<file path="src/verilog/msdf_pkg.sv">
// package for the master-slave d storage element
// assumes a single 10 MHz system clock; all inputs synchronous to it
package msdf_pkg;
    localparam logic MSDF_RST_STORE = 1'b0;
    localparam logic MSDF_RST_CLOCK = 1'b0;
    localparam int   MSDF_CLK_PERIOD_NS = 100;
endpackage

</file>
<file path="src/verilog/msdf_stage.sv">
// one storage stage: holds a bit, loads it on enable, forced by set or reset
// assumes the caller resolves priorities; asynchronous reset to a constant
`timescale 1ns/1ns
module msdf_stage
    import msdf_pkg::*;
(
    // clock and reset
    input  wire logic clk_in,
    input  wire logic rst_in,
    // control
    input  wire logic load_in,
    input  wire logic force_in,
    input  wire logic force_val_in,
    input  wire logic data_in,
    // state
    output logic      value_out
);
    typedef struct packed
    {
        logic value;
    } msdf_stage_t;

    msdf_stage_t st_q;
    msdf_stage_t st_d;

    always_comb
    begin
        st_d = st_q;
        if (force_in)
        begin
            st_d.value = force_val_in;
        end
        else if (load_in)
        begin
            st_d.value = data_in;
        end
    end

    always_ff @(posedge clk_in or posedge rst_in)
    begin
        if (rst_in)
        begin
            st_q <= '{value: MSDF_RST_STORE};
        end
        else
        begin
            st_q <= st_d;
        end
    end

    assign value_out = st_q.value;
endmodule

</file>
<file path="src/verilog/msdf_top.sv">
// master-slave d storage element with two ored clock inputs and set/reset
// assumes clock, data, set and reset inputs are synchronous to clk_in
// Notes on behaviour
// - clocks low: data reaches master only
// - effective clock rising: master copied to slave
// - either clock high: master ignores data
// - steady clock: slave and outputs hold
// - clock falling: slave locks, master follows data
// - master closes before transfer opens
// - set forces high, reset low, override all
// - set/reset load master and slave both
// - inverted output fed back toggles each rising edge
// - unconnected inputs are not pulled low here; the boundary must pull them low
`timescale 1ns/1ns
module msdf_top
    import msdf_pkg::*;
(
    // system clock and reset
    input  wire logic clk_in,
    input  wire logic rst_in,
    // element inputs
    input  wire logic data_in,
    input  wire logic clock_in_a_in,
    input  wire logic clock_in_b_in,
    input  wire logic set_in,
    input  wire logic reset_in,
    // element outputs
    output logic      q_out,
    output logic      q_n_out
);
    typedef struct packed
    {
        logic clk_prev;
        logic q;
        logic q_n;
    } msdf_state_t;

    msdf_state_t st_q;
    msdf_state_t st_d;
    logic        eff_clk;
    logic        rise;
    logic        force_any;
    logic        force_val;
    logic        master;
    logic        slave;

    // inputs are plain synchronous levels; an undriven pin is expected to be pulled
    // low at the boundary, so only a high level ever acts here
    assign eff_clk   = clock_in_a_in | clock_in_b_in;
    assign rise      = eff_clk & ~st_q.clk_prev;
    // set takes priority if both are asserted; the outside must not do that
    assign force_any = set_in | reset_in;
    assign force_val = set_in;

    // master follows data only while the effective clock is low; a rising edge
    // shuts it in the same cycle, so fed-back data cannot race through
    msdf_stage u_master
    (
        .clk_in       (clk_in),
        .rst_in       (rst_in),
        .load_in      (~eff_clk),
        .force_in     (force_any),
        .force_val_in (force_val),
        .data_in      (data_in),
        .value_out    (master)
    );

    // slave samples the master value held before this cycle's data
    msdf_stage u_slave
    (
        .clk_in       (clk_in),
        .rst_in       (rst_in),
        .load_in      (rise),
        .force_in     (force_any),
        .force_val_in (force_val),
        .data_in      (master),
        .value_out    (slave)
    );

    always_comb
    begin
        st_d          = st_q;
        st_d.clk_prev = eff_clk;
        // outputs mirror the slave's next value so they stay flip-flop driven
        if (force_any)
        begin
            st_d.q = force_val;
        end
        else if (rise)
        begin
            st_d.q = master;
        end
        st_d.q_n = ~st_d.q;
    end

    always_ff @(posedge clk_in or posedge rst_in)
    begin
        if (rst_in)
        begin
            st_q <= '{clk_prev: MSDF_RST_CLOCK, q: MSDF_RST_STORE, q_n: ~MSDF_RST_STORE};
        end
        else
        begin
            st_q <= st_d;
        end
    end

    assign q_out   = st_q.q;
    assign q_n_out = st_q.q_n;
endmodule
</file>
<file path="config.mk">
export PLATFORM = sky130hd
export DESIGN_NAME = msdf_top
export DESIGN_NICKNAME = d
export VERILOG_FILES = /design/src/verilog/msdf_pkg.sv /design/src/verilog/msdf_stage.sv /design/src/verilog/msdf_top.sv
export SDC_FILE = /design/constraint.sdc
export NUM_CORES = 1
export LEC_CHECK = 0
export BUFFER_PORTS_ARGS = -buffer_cell sky130_fd_sc_hd__buf_2
export CORE_AREA = 5 5 42 44
export CTS_CLUSTER_DIAMETER = 80
export CTS_CLUSTER_SIZE = 12
export DETAILED_ROUTE_END_ITERATION = 10
export DIE_AREA = 0 0 47 49
export SLEW_MARGIN = 40
export SYNTH_ARGS = -nofsm -noshare
export SYNTH_HDL_FRONTEND = slang
export SYNTH_HIERARCHICAL = 1
export SYNTH_SLANG_ARGS = --single-unit
</file>
<file path="constraint.sdc">
create_clock -name clk_in -period 1.1 [get_ports clk_in]
set_input_delay 0.22 -clock clk_in [delete_from_list [all_inputs] [get_ports clk_in]]
set_output_delay 0.22 -clock clk_in [all_outputs]
set_load 0.02 [all_outputs]
</file>
Yosys cells after proc, flatten, opt, wreduce, memory -nomap -nowiden

Cells that the tools add are included.

Eq/ne operators: 1
Mux-type cells: 4
Bitwise logic cells: 5

Operator list:

| kind                                                  | number |
|---|---|
| 2-to-1 mux 1 bit                                      | 4 |
| inequality test 2 x 1 -> 1 bit, second input constant | 1 |
| inverter 1 bit                                        | 2 |
| OR 1 bit                                              | 2 |
| bitwise AND 1 bit                                     | 1 |

Logic and storage cells: 14
Input bits: 7
Bits in registers: 4
Output and inout bits: 2

Longest topological paths before layout

Depth after elaboration: 5
Mapped depth: 4
Depth with buffers taken out: 4

Cells and area by module

The synthesis kept the hierarchy.

By module, submodules not included:

| module     | sequential area each (um^2) | times used | area an instance (um^2) | cells an instance |
|---|---|---|---|---|
| msdf_top   | 76.3                        | 1          | 131.4                   | 11 |
| msdf_stage | 25.0                        | 1          | 47.5                    | 5 |

Worst setup path after synthesis

OpenSTA, ideal clock, no wires.

Path kind: input to register
From: input port clock_in_b_in
To: register u_master.st_q, in the netlist u_master/value_out
Slack: 0.183 ns
Path buffers: 0
Data arrival time: 0.796 ns
Stages: 4
Library setup time: 0.121 ns
Data required time: 0.979 ns
Cells stage by stage: or2_2 -> inv_1 -> mux2i_1 -> o21ai_1

Cells in the longest elaborated chain, start to end: 2

Ends and longest elaborated chain:

| what                                            | line             | RTL |
|---|---|---|
| start, declared                                 | msdf_top.sv:24   | `input wire logic clock_in_b_in,` |
| OR 1 bit                                        | msdf_top.sv:49   | `assign eff_clk = clock_in_a_in \| clock_in_b_in;` |
| inequality test 2 x 1 -> 1 bit (no source line) | --               |  |
| end signal, assigned                            | msdf_stage.sv:43 | `st_q <= '{value: MSDF_RST_STORE};` |
| end signal, assigned                            | msdf_stage.sv:47 | `st_q <= st_d;` |
| end, declared                                   | msdf_stage.sv:23 | `msdf_stage_t st_q;` |

No other way between the ends.
A chain may end at the register's enable or synchronous reset.

Final worst setup path

From: register st_q, in the netlist q_n_out
To: output port q_n_out

RTL lines:

| what                   | line            | RTL |
|---|---|---|
| start, declared        | msdf_top.sv:38  | `msdf_state_t st_q;` |
| start signal, assigned | msdf_top.sv:100 | `st_q <= '{clk_prev: MSDF_RST_CLOCK, q: MSDF_RST_STORE, q_n: ~MSDF_RST_STORE};` |
| start signal, assigned | msdf_top.sv:104 | `st_q <= st_d;` |
| end, declared          | msdf_top.sv:29  | `output logic q_n_out` |

No word-level cell between the ends.

==> flow_summary.toml <==
[placement]
post-dp-hpwl_um = 282
port_buffers = 8
gp_congestion = 0.677

[die]
die_x_um = 47
rows = 14
coreArea_mm2 = 0.00140
initial_utilization_pct = 12.8
die-area_mm2 = 0.00230
ioPinCount = 9
die_y_um = 49

[global_routing]
antenna_found_initial = 0
overflow = 0
grt_max_degree = 5
gr-usage-all-layers_pct = 3.25
grt_first_pass_wirelength_um = 524
grt_pass1_vias = 163

[clock_network]
cts.sink_count = 4
cts.path.max_buffers = 2
cts_setup_buffers = 0
clk_latency_ns = 0.23
htree_levels = 1
clkTransAtPathRegs_ns = 0.03
cts_tree = "yes"
cts_buffers = 3
root_buffer = "clkbuf_4"

[setup_path]
critical-path-top-delay-family = "flip-flops"
critPathCapture = "q_n_out"
crit_arrival_ns = 0.86
worst-setup-path-type = "reg2out"
cpPeakStageDelay_ns = 0.50
critPathSlowestCell = "dfstp_2"
cp_max_fo = 1
critPathLaunchType = "flip-flop"
r2r_slack_ns = 0.20
cp_num_buf_inv = 1
critical_path_required_ns = 0.88
startpoint = "q_n_out"
reg2reg_from = "st_q[2]"
rr_endpoint = "q_n_out"
worstPathCellList = "buf_4"
crit_cells = 1
crit_path_end_kind = "output port"
reg2reg_depth = 3

[yosys]
synthesis.nets = 23
ys.warnings.count = 6
seq_area_frac_synth_pct = 56.6
syn_inst = 16
yosysUniqueCellTypes = 9
avgSynthCellArea_um2 = 11.2
ys_ff_latch = 4
synth_area_um2 = 179

[pwr]
cellPowerDensity_mw_per_mm2 = 1490
leakagePower_uw = 0.000149
vdd_drop_max_mv = 0.313
finalPower_uw = 413

[route]
drt_iter0_drc = 0
wl_per_cell_um = 7.71
via_per_inst = 3.27
wl_um = 347
drc = 0
antenna_left = 0
drtPass1Iterations = 1
num_vias = 147

[finish]
drive_gt1_share_pct = 48.3
layout_common_cells = "7 x buf_2, 3 x inv_1, 3 x dfrtp_1, 3 x clkbuf_4"
syn_to_final_growth_pct = 55.2
mostFrequentLayoutCell = "buf_2"
final_nets = 37
antenna_cells = 0

[sta]
drv_slew = 0
max_freq_ghz = 0.930
setup_violations = 0
min_period_over_period_pct = 97.8
setup_tns_ns = 0
hold_viol = 0
worst_slew_pin_slew_ns = 0.175
relSlewSlack_pct = 88.0
fin_skew_ns = 0.00898
grt_setup_unrepaired = "no"
post-route-min-period_ns = 1.08

[status]
status = "finished clean"

[job]
maxCapViolations = 0

[worst_hold_path]
hold_class = "in2reg"
==> layer usage <==
layer	wire length (µm)	vias to the layer above	global-route usage (%)
met1	137	63	3.12
li1	-	78	-
met4	0	0	4.15
met3	44	0	0.738
met2	165	6	4.75
met5	0	-	0
==> synth_stat cells <==
cell / count / area [µm²]
dfrtp_1: 3 / 75.1
dfstp_2: 1 / 26.3
nand2_1: 1 / 3.75
o21bai_1: 2 / 15.0
inv_1: 3 / 11.3
mux2i_1: 2 / 20.0
o21ba_1: 1 / 10.0
o21ai_1: 1 / 5.00
or2_2: 2 / 12.5
==> power by group <==
part / total, µW / leakage, µW / switching [µW] / internal [µW]
clock: 192 / 0.0000150 / 56.5 / 136
combinational: 55.8 / 0.0000904 / 27.1 / 28.8
sequential: 164 / 0.0000435 / 3.80 / 161
total: 413 / 0.000149 / 87.3 / 325
==> cell families (layout without fill, tap and decap cells) <==
| kind of cell | count (synthesis) | in the layout | share of synthesized area (%) |
|---|---|---|---|
| compound gates | 4 | 4 | 16.8 |
| buf+inv | 3 | 16 | 6.29 |
| flops | 4 | 4 | 56.6 |
| mux | 2 | 2 | 11.2 |
| simple gates | 3 | 3 | 9.09 |
==> stage by stage <==
stage                     setup slack (ns)  instance area [µm²]  util, %  cells  hold WS [ns]
after floorplan                      0.183                  179        -     16       -0.0513
after global placement              0.0227                  239     17.1     40        0.0638
after detailed placement            0.0265                  239     17.1     40        0.0654
after CTS                           0.0145                  278     19.8     45         0.198
after global routing               0.00837                  278     19.8     45         0.206
final                               0.0244                  278     19.8     45         0.204
==> repair_timing <==
action / CTS / global route
endpoints found under the setup margin: 1 / 0
hold buffers: 1 / 0
hold endpoints to repair: 3 / 0
resized for setup: 1 / 0
==> worst min-delay path by stage <==
| stage | from | endpoint | slack (ns) | cells past startpoint |
|---|---|---|---|---|
| finish | reset_in | flip-flop | 0.20 | 2 |
| global route | reset_in | flip-flop | 0.21 | 2 |
| CTS | reset_in | flip-flop | 0.20 | 2 |
| detailed placement | rst_in | u_master/value_out | 0.07 | 2 |
| global placement | rst_in | u_master/value_out | 0.06 | 2 |
| floorplan | rst_in | u_master/value_out | -0.05 | 1 |
==> cell type report <==
type                       instances  area, µm²
fill                             158       1120
timing repair buffer               9       52.6
clock buffer                       4       26.3
sequential                         4        101
tap                               16       20.0
multi-input combinational          9       66.3
inverter                           3       11.3
Power figures use the tool's default switching activity.
